===== config.mk =====
export PLATFORM = sky130hd
export DESIGN_NAME = servo_homing
export DESIGN_NICKNAME = d
export VERILOG_FILES = /design/src/servo_homing_pkg.sv /design/src/servo_homing.sv
export SDC_FILE = /design/constraint.sdc
export NUM_CORES = 1
export LEC_CHECK = 0
export BUFFER_PORTS_ARGS = -buffer_cell sky130_fd_sc_hd__buf_2
export CORE_UTILIZATION = 55
export CTS_BUF_LIST = sky130_fd_sc_hd__clkbuf_2 sky130_fd_sc_hd__clkbuf_4 sky130_fd_sc_hd__clkbuf_8
export CTS_CLUSTER_DIAMETER = 150
export DETAILED_ROUTE_END_ITERATION = 16
export PLACE_DENSITY = 0.82
export SLEW_MARGIN = 5
export SYNTH_ARGS = -nofsm -noshare
export SYNTH_HDL_FRONTEND = slang
export SYNTH_SLANG_ARGS = --single-unit

===== constraint.sdc =====
create_clock -name pclk -period 5.6 [get_ports pclk]
set_input_delay 0.56 -clock pclk [delete_from_list [all_inputs] [get_ports pclk]]
set_output_delay 0.56 -clock pclk [all_outputs]
set_load 0.05 [all_outputs]

===== src/servo_homing_pkg.sv =====
package servo_homing_pkg;

  // register byte offsets on the apb bus
  localparam logic [7:0] cmd_off = 8'h00;
  localparam logic [7:0] cmd_pos_off = 8'h04;
  localparam logic [7:0] setting_off = 8'h08;
  localparam logic [7:0] config_off = 8'h0C;
  localparam logic [7:0] status_off = 8'h10;
  localparam logic [7:0] cmd_vel_off = 8'h14;
  localparam logic [7:0] act_pos_off = 8'h18;
  localparam logic [7:0] target_off = 8'h1C;
  localparam logic [7:0] echo_off = 8'h20;

  // command register fields
  localparam int cmd_code_lsb = 0;
  localparam int arm_bit = 8;
  localparam int type_code_lsb = 16;

  // config register fields
  localparam int dir_bit = 0;
  localparam int ovf_en_bit = 1;
  localparam int enc20_bit = 2;

  // status register fields
  localparam int done_bit = 0;
  localparam int tlim_bit = 1;
  localparam int external_input_one_bit = 2;
  localparam int busy_bit = 3;
  localparam int ovf_bit = 4;
  localparam int locked_bit = 5;

  // command codes and trigger types
  localparam logic [7:0] code_normal = 8'h20;
  localparam logic [7:0] code_homing = 8'h24;
  localparam logic [11:0] type_z_rise = 12'h011;
  localparam logic [11:0] type_external_input_one_rise = 12'h018;
  localparam logic [11:0] type_composed_actual_position_set = 12'h021;

  // reset values
  localparam logic [31:0] cmd_rst = 32'h0000_0020;
  localparam logic [31:0] config_rst = 32'h0000_0001;

  // widths of the composed position
  localparam int comp_w = 36;
  localparam int st17_w = 17;
  localparam int st20_w = 20;

  typedef enum logic [1:0] {
    hs_idle = 2'b00,
    hs_seek = 2'b01,
    hs_lock = 2'b10
  } home_state_t;

endpackage


===== src/servo_homing.sv =====
// Functional notes
// - velocity is command position change per cycle
// - armed sensor edge sets done, holds position
// - armed z-phase edge holds position and sets done in the same cycle
// - position set holds new position, sets done
// - single-turn unsigned, multi-turn signed, ccw up
// - overflow alarm only when setup enables it
// - position is multi-turn shifted plus single-turn
// - only low 32 bits are reported
// - homing acceptance clears done flag
// - normal command aborts homing even busy
module servo_homing (
  input wire logic pclk,
  input wire logic presetn,
  input wire logic psel,
  input wire logic penable,
  input wire logic pwrite,
  input wire logic [7:0] paddr,
  input wire logic [31:0] pwdata,
  input wire logic [3:0] pstrb,
  output logic [31:0] prdata,
  output logic pready,
  output logic pslverr,
  input wire logic cycle_tick,
  input wire logic [19:0] single_turn,
  input wire logic [15:0] multi_turn,
  input wire logic multi_turn_overflow,
  input wire logic z_phase,
  input wire logic external_input_one,
  input wire logic torque_limited,
  output logic [31:0] servo_target,
  output logic [31:0] command_velocity,
  output logic [31:0] composed_actual_position,
  output logic homing_done,
  output logic homing_busy,
  output logic overflow_alarm
);

  logic [31:0] cmd_q;
  logic [31:0] cmd_pos_q;
  logic [31:0] setting_q;
  logic [31:0] config_q;
  logic [31:0] prev_pos_q;
  logic [31:0] vel_q;
  logic [31:0] offset_q;
  logic [31:0] hold_q;
  logic [31:0] hold_d;
  logic [31:0] target_q;
  logic [31:0] composed_actual_position_q;
  logic [7:0] echo_q;
  logic [7:0] prev_code_q;
  logic done_q;
  logic done_d;
  logic ovf_q;
  logic ovf_d;
  logic external_input_one_prev_q;
  logic z_prev_q;
  logic [31:0] rdata_q;
  logic pready_q;
  servo_homing_pkg::home_state_t state_q;
  servo_homing_pkg::home_state_t state_d;

  // bus decode
  logic access;
  logic ack;
  logic wr_ack;
  logic hit_cmd;
  logic hit_pos;
  logic hit_set;
  logic hit_cfg;
  logic hit_sts;
  logic hit_vel;
  logic hit_composed_actual_position;
  logic hit_tgt;
  logic hit_echo;
  logic addr_ok;
  logic [31:0] wmask;
  logic [31:0] cmd_wval;
  logic [31:0] pos_wval;
  logic [31:0] set_wval;
  logic [31:0] cfg_wval;
  logic ovf_clear;
  logic [31:0] rd_mux;
  logic [31:0] status_val;

  // command and config fields
  logic [7:0] cmd_code;
  logic arm;
  logic [11:0] type_code;
  logic dir_ccw;
  logic ovf_en;
  logic enc20;

  // position composition
  logic [servo_homing_pkg::comp_w-1:0] mt_ext;
  logic [servo_homing_pkg::comp_w-1:0] st17_ext;
  logic [servo_homing_pkg::comp_w-1:0] st20_ext;
  logic [servo_homing_pkg::comp_w-1:0] raw17;
  logic [servo_homing_pkg::comp_w-1:0] raw20;
  logic [servo_homing_pkg::comp_w-1:0] raw_sel;
  logic [servo_homing_pkg::comp_w-1:0] neg_sel;
  logic [servo_homing_pkg::comp_w-1:0] signed_sel;
  logic [31:0] raw_pos;
  logic [32:0] composed_actual_position_sum;
  logic [32:0] set_diff;
  logic [32:0] vel_diff;

  // homing control
  logic code_is_homing;
  logic homing_start;
  logic homing_leave;
  logic z_rise;
  logic external_input_one_rise;
  logic trig_z;
  logic trig_ext;
  logic trig_set;
  logic trigger;
  logic accept;
  logic lock_enter;
  logic [31:0] hold_src;

  assign access = psel && penable;
  assign ack = access && pready_q;
  assign wr_ack = ack && pwrite;
  assign hit_cmd = paddr == servo_homing_pkg::cmd_off;
  assign hit_pos = paddr == servo_homing_pkg::cmd_pos_off;
  assign hit_set = paddr == servo_homing_pkg::setting_off;
  assign hit_cfg = paddr == servo_homing_pkg::config_off;
  assign hit_sts = paddr == servo_homing_pkg::status_off;
  assign hit_vel = paddr == servo_homing_pkg::cmd_vel_off;
  assign hit_composed_actual_position = paddr == servo_homing_pkg::act_pos_off;
  assign hit_tgt = paddr == servo_homing_pkg::target_off;
  assign hit_echo = paddr == servo_homing_pkg::echo_off;
  assign addr_ok = hit_cmd || hit_pos || hit_set || hit_cfg || hit_sts || hit_vel ||
                   hit_composed_actual_position || hit_tgt || hit_echo;

  for (genvar b = 0; b < 4; b++) begin : g_lane
    assign wmask[8*b +: 8] = {8{pstrb[b]}};
  end

  assign cmd_wval = (cmd_q & ~wmask) | (pwdata & wmask);
  assign pos_wval = (cmd_pos_q & ~wmask) | (pwdata & wmask);
  assign set_wval = (setting_q & ~wmask) | (pwdata & wmask);
  assign cfg_wval = (config_q & ~wmask) | (pwdata & wmask);
  assign ovf_clear = wr_ack && hit_sts && pwdata[servo_homing_pkg::ovf_bit] && pstrb[0];

  assign pready = pready_q;
  assign prdata = rdata_q;
  // unknown offsets answer with an error but still complete, so a host never hangs
  assign pslverr = ack && !addr_ok;

  assign cmd_code = cmd_q[servo_homing_pkg::cmd_code_lsb +: 8];
  assign arm = cmd_q[servo_homing_pkg::arm_bit];
  assign type_code = cmd_q[servo_homing_pkg::type_code_lsb +: 12];
  assign dir_ccw = config_q[servo_homing_pkg::dir_bit];
  assign ovf_en = config_q[servo_homing_pkg::ovf_en_bit];
  assign enc20 = config_q[servo_homing_pkg::enc20_bit];

  // multi-turn is signed, single-turn unsigned; 17-bit mode ignores the top inputs
  assign mt_ext = {{20{multi_turn[15]}}, multi_turn};
  assign st17_ext = {19'h0_0000, single_turn[16:0]};
  assign st20_ext = {16'h0000, single_turn};
  assign raw17 = (mt_ext << servo_homing_pkg::st17_w) + st17_ext;
  assign raw20 = (mt_ext << servo_homing_pkg::st20_w) + st20_ext;
  assign raw_sel = enc20 ? raw20 : raw17;
  // negate on the full width first, so the truncated word keeps its two's complement
  assign neg_sel = ~raw_sel + 36'h0_0000_0001;
  assign signed_sel = dir_ccw ? raw_sel : neg_sel;
  assign raw_pos = signed_sel[31:0];
  assign composed_actual_position_sum = {1'b0, raw_pos} + {1'b0, offset_q};
  assign set_diff = {1'b0, setting_q} - {1'b0, raw_pos};
  assign vel_diff = {1'b0, cmd_pos_q} - {1'b0, prev_pos_q};

  assign code_is_homing = cmd_code == servo_homing_pkg::code_homing;
  assign homing_start = cycle_tick && code_is_homing &&
                        (prev_code_q != servo_homing_pkg::code_homing);
  assign homing_leave = cycle_tick && !code_is_homing;
  assign z_rise = z_phase && !z_prev_q;
  assign external_input_one_rise = external_input_one && !external_input_one_prev_q;
  assign trig_z = arm && (type_code == servo_homing_pkg::type_z_rise) && z_rise;
  assign trig_ext = arm && (type_code == servo_homing_pkg::type_external_input_one_rise) && external_input_one_rise;
  // the position set needs no sensor and ignores the arm bit
  assign trig_set = type_code == servo_homing_pkg::type_composed_actual_position_set;
  assign trigger = trig_z || trig_ext || trig_set;
  assign accept = (state_q == servo_homing_pkg::hs_idle) && homing_start;
  assign lock_enter = (state_q == servo_homing_pkg::hs_seek) && cycle_tick &&
                      code_is_homing && trigger;
  assign hold_src = trig_set ? setting_q : composed_actual_position_q;
  assign hold_d = lock_enter ? hold_src : hold_q;

  assign homing_busy = state_q == servo_homing_pkg::hs_seek;
  assign homing_done = done_q;
  assign overflow_alarm = ovf_q;
  assign servo_target = target_q;
  assign command_velocity = vel_q;
  assign composed_actual_position = composed_actual_position_q;

  always_comb begin
    state_d = state_q;
    case (state_q)
      servo_homing_pkg::hs_idle: begin
        if (homing_start) begin
          state_d = servo_homing_pkg::hs_seek;
        end
      end
      servo_homing_pkg::hs_seek: begin
        if (homing_leave) begin
          state_d = servo_homing_pkg::hs_idle;
        end else if (lock_enter) begin
          state_d = servo_homing_pkg::hs_lock;
        end
      end
      servo_homing_pkg::hs_lock: begin
        if (homing_leave) begin
          state_d = servo_homing_pkg::hs_idle;
        end
      end
      default: begin
        state_d = servo_homing_pkg::hs_idle;
      end
    endcase
  end

  always_comb begin
    done_d = done_q;
    if (accept) begin
      done_d = 1'b0;
    end
    if (lock_enter) begin
      done_d = 1'b1;
    end
  end

  // a new overflow wins over a clear in the same cycle
  assign ovf_d = (multi_turn_overflow && ovf_en) || (ovf_q && !ovf_clear);

  always_comb begin
    status_val = 32'h0000_0000;
    status_val[servo_homing_pkg::done_bit] = done_q;
    status_val[servo_homing_pkg::tlim_bit] = torque_limited;
    status_val[servo_homing_pkg::external_input_one_bit] = external_input_one;
    status_val[servo_homing_pkg::busy_bit] = state_q == servo_homing_pkg::hs_seek;
    status_val[servo_homing_pkg::ovf_bit] = ovf_q;
    status_val[servo_homing_pkg::locked_bit] = state_q == servo_homing_pkg::hs_lock;
  end

  always_comb begin
    case (paddr)
      servo_homing_pkg::cmd_off: rd_mux = cmd_q;
      servo_homing_pkg::cmd_pos_off: rd_mux = cmd_pos_q;
      servo_homing_pkg::setting_off: rd_mux = setting_q;
      servo_homing_pkg::config_off: rd_mux = config_q;
      servo_homing_pkg::status_off: rd_mux = status_val;
      servo_homing_pkg::cmd_vel_off: rd_mux = vel_q;
      servo_homing_pkg::act_pos_off: rd_mux = composed_actual_position_q;
      servo_homing_pkg::target_off: rd_mux = target_q;
      servo_homing_pkg::echo_off: rd_mux = {24'h00_0000, echo_q};
      default: rd_mux = 32'h0000_0000;
    endcase
  end

  // one wait state: read data is captured in the first access cycle
  always_ff @(posedge pclk or negedge presetn) begin
    if (!presetn) begin
      pready_q <= 1'b0;
      rdata_q <= 32'h0000_0000;
    end else begin
      pready_q <= access && !pready_q;
      if (access && !pready_q) begin
        rdata_q <= rd_mux;
      end
    end
  end

  always_ff @(posedge pclk or negedge presetn) begin
    if (!presetn) begin
      cmd_q <= servo_homing_pkg::cmd_rst;
      cmd_pos_q <= 32'h0000_0000;
      setting_q <= 32'h0000_0000;
      config_q <= servo_homing_pkg::config_rst;
    end else if (wr_ack) begin
      if (hit_cmd) begin
        cmd_q <= cmd_wval;
      end
      if (hit_pos) begin
        cmd_pos_q <= pos_wval;
      end
      if (hit_set) begin
        setting_q <= set_wval;
      end
      if (hit_cfg) begin
        config_q <= cfg_wval;
      end
    end
  end

  // command sampling follows the communication cycle, not the bus clock
  always_ff @(posedge pclk or negedge presetn) begin
    if (!presetn) begin
      prev_code_q <= servo_homing_pkg::code_normal;
      echo_q <= 8'h00;
      z_prev_q <= 1'b0;
      external_input_one_prev_q <= 1'b0;
      prev_pos_q <= 32'h0000_0000;
      vel_q <= 32'h0000_0000;
    end else if (cycle_tick) begin
      prev_code_q <= cmd_code;
      echo_q <= cmd_code;
      z_prev_q <= z_phase;
      external_input_one_prev_q <= external_input_one;
      prev_pos_q <= cmd_pos_q;
      vel_q <= vel_diff[31:0];
    end
  end

  always_ff @(posedge pclk or negedge presetn) begin
    if (!presetn) begin
      state_q <= servo_homing_pkg::hs_idle;
      done_q <= 1'b0;
      ovf_q <= 1'b0;
    end else begin
      state_q <= state_d;
      done_q <= done_d;
      ovf_q <= ovf_d;
    end
  end

  // while locked the command position is ignored and the hold value drives the loop
  always_ff @(posedge pclk or negedge presetn) begin
    if (!presetn) begin
      hold_q <= 32'h0000_0000;
      target_q <= 32'h0000_0000;
    end else begin
      hold_q <= hold_d;
      target_q <= (state_d == servo_homing_pkg::hs_lock) ? hold_d : cmd_pos_q;
    end
  end

  always_ff @(posedge pclk or negedge presetn) begin
    if (!presetn) begin
      offset_q <= 32'h0000_0000;
      composed_actual_position_q <= 32'h0000_0000;
    end else begin
      if (lock_enter && trig_set) begin
        offset_q <= set_diff[31:0];
      end
      composed_actual_position_q <= composed_actual_position_sum[31:0];
    end
  end

endmodule


==> metrics.yaml <==
global_route:
  gr-total-overflow: 0
  grt_pass1_wl_um: 93900
  antenna_found_initial: 7
  track_usage: 0.315
  grt_max_degree: 158
  grt_pass1_vias: 17000
clocking:
  htree_levels: 2
  cts_resized: 0
  cts.sinks: 368
  cts_setup_buffers: 0
  ctsHoldBuffers: 0
  cts_tree: "done"
  clockBufferDepth: 3
  numCtsBuffers: 60
  clock_latency_ns: 0.65
  cts-root-buf: "clkbuf_8"
  path_clk_slew_ns: 0.06
synthesis:
  synth_area_um2: 20500
  yosysTopAreaCell: "dfrtp_1"
  syn_inst: 1990
  synth_warnings: 0
  synth.most_common_cell: "dfrtp_1"
  synth-async-reset-ratio: 1.00
  synth_top_area_frac: 0.445
  yosysSeqAreaShare: 0.449
  synth_flop_cell: "dfrtp_1"
  yosys-top-cells-count: "365 x dfrtp_1, 201 x nand2_1, 197 x mux2_2"
  synth_edf_count: 0
  ys_seq_elements: 368
  ys_top_cells_by_area: "dfrtp_1 44%, mux2_2 11%, ha_1 6.0%"
  synth_fp_nets: 2181
  avgSynthCellArea_um2: 10.3
  synth_cell_types: 93
timing:
  worst_pin_slew_ns: 1.08
  rsz0062_at_grt: "no"
  max_freq_mhz: 227
  setup_tns_ns: 0
  period_share: 0.786
  period_needed_ns: 4.40
  slew_violations: 0
  hold_viol_final: 13
  setup_viol: 0
  holdWs_ns: -0.0188
  relSlewSlack: 0.278
  finalClockSkew_ns: 0.0417
worst_setup_path:
  crit_slowest_cell: "a311o_1"
  reg2reg_depth: 13
  critPathTopFamily: "simple AND/OR/NAND/NOR gates"
  cp-startpoint: "single_turn[0]"
  end_kind: "flip-flop"
  path_buf_inv: 3
  cp-start-kind: "input pin"
  crit_path_end: "offset_q[31]"
  crit_cells: 22
  worst-r2r-setup-slack_ns: 1.31
  slowest_delay_ns: 0.38
  setup.worst_path.class: "input pin to flip-flop"
  path_max_fanout: 5
  cp_cell_sequence: "buf_2, inv_1, ha_1, nand2b_1, nor4_1, nor2b_1, nand3b_1, nor2_1, a21oi_1, xor2_1, inv_1, ha_1, and2_1, a221o_1, a21o_1, a21oi_1, nand2b_1, o211ai_2, a311o_1, a211oi_1, nand4bb_1, nand3_1"
  r2r-end: "offset_q[31]"
  arrival_ns: 4.91
  crit_required_ns: 6.11
cells_and_area:
  num-nets-final: 2398
  fin_cells: 2726
  stdcell_area_um2: 23300
  finish.utilization: 0.636
  area_growth_pct: 13.7
  n_fill_cell: 2814
  drive_gt1_frac: 0.263
die:
  row_count: 70
  pin_count: 223
  die-area_um2: 38100
  core_area_um2: 36700
  die_height_um: 195
  start_util: 0.559
  die_width_um: 195
placed_design:
  dpl.hpwl_um: 43600
  placed_cells: 2613
  gp_congestion: 1.03
  portBuffers: 221
  post_dp_cell_area_um2: 22100
job:
  maxCapViolations: 0
drt:
  post_drt_wl_per_cell_um: 21.9
  drc_errors: 0
  drt_pre_antenna_iters: 8
  vias_per_cell: 6.28
  antenna_left: 0
  finalWirelength_um: 59600
  vias: 17100
  drt_iter0_drc: 1726
pwr:
  ir_drop_mv: 0.166
  p_per_area_nw_per_um2: 243
  p_leak_uw: 0.0119
run_status:
  violations: "negative hold slack"
  status: "complete, but fails checks"
worst_hold_path:
  hold_path.class: "input pin to async pin"
==> worst min-delay path by stage <==
stage / startpoint / endpoint / slack [ns] / cells past startpoint
finish: presetn / composed_actual_position[2] / -0.02 / 1
global route: presetn / prdata[4] / 0.06 / 1
CTS: presetn / async pin / 0.02 / 1
detailed placement: prdata[30] / prdata[30] / 0.46 / 1
global placement: prdata[17] / prdata[17] / 0.45 / 1
floorplan: presetn / async pin / 0.26 / 0
==> per-stage QoR <==
| step | power (uW) | setup WS [ns] |
|---|---|---|
| final | 5680 | 1.20 |
| after global placement | 3280 | 0.682 |
| after global routing | 5860 | 0.903 |
| after detailed placement | 3290 | 0.601 |
| after CTS | 5700 | 1.24 |
| after floorplan | 3070 | 1.42 |
==> routing by layer <==
metal,track usage,share of wire
met5,0,0
met4,0.141,0.044
met2,0.485,0.44
met1,0.432,0.41
met3,0.0620,0.098
==> logic make-up after synthesis <==
| family | count (synthesis) | share of synthesized area |
|---|---|---|
| AO/OA/AOI/OAI | 545 | 0.182 |
| AND/OR/NAND/NOR | 478 | 0.110 |
| flip-flops | 368 | 0.449 |
| multiplexers | 211 | 0.115 |
| buffers and inverters | 177 | 0.0336 |
| XOR/XNOR | 110 | 0.0482 |
| adder cells (fa/ha/maj) | 101 | 0.0627 |
==> cell usage in the layout, fill, tap and decap left out, types with 24 or more instances in the layout <==
master	n
nor2_1	109
buf_2	219
o21ai_0	108
nor3_1	24
a31oi_1	68
a21oi_1	88
inv_1	91
a22oi_1	65
a21o_1	72
xor2_1	41
nand3_1	24
dfrtp_1	365
nand2_1	200
clkbuf_8	76
xnor2_1	67
ha_1	98
mux2_2	197
a222oi_1	29
==> layout make-up <==
cell class,instances,area (um^2),share of cell area
clock buffer,97,1200,0.0516
antenna,7,17.5,0.000750
tap,468,586,0.0251
sequential,368,9210,0.395
inverter,94,353,0.0151
timing repair buffer,238,1260,0.0539
clock inverter,9,50.0,0.00214
multi-input combinational,1445,10700,0.457
==> power by group <==
part | switching (uW) | internal (uW)
registers | 46.5 | 2690
clock network | 1080 | 1350
logic | 360 | 150
total | 1490 | 4190
Power figures use the tool's default switching activity.
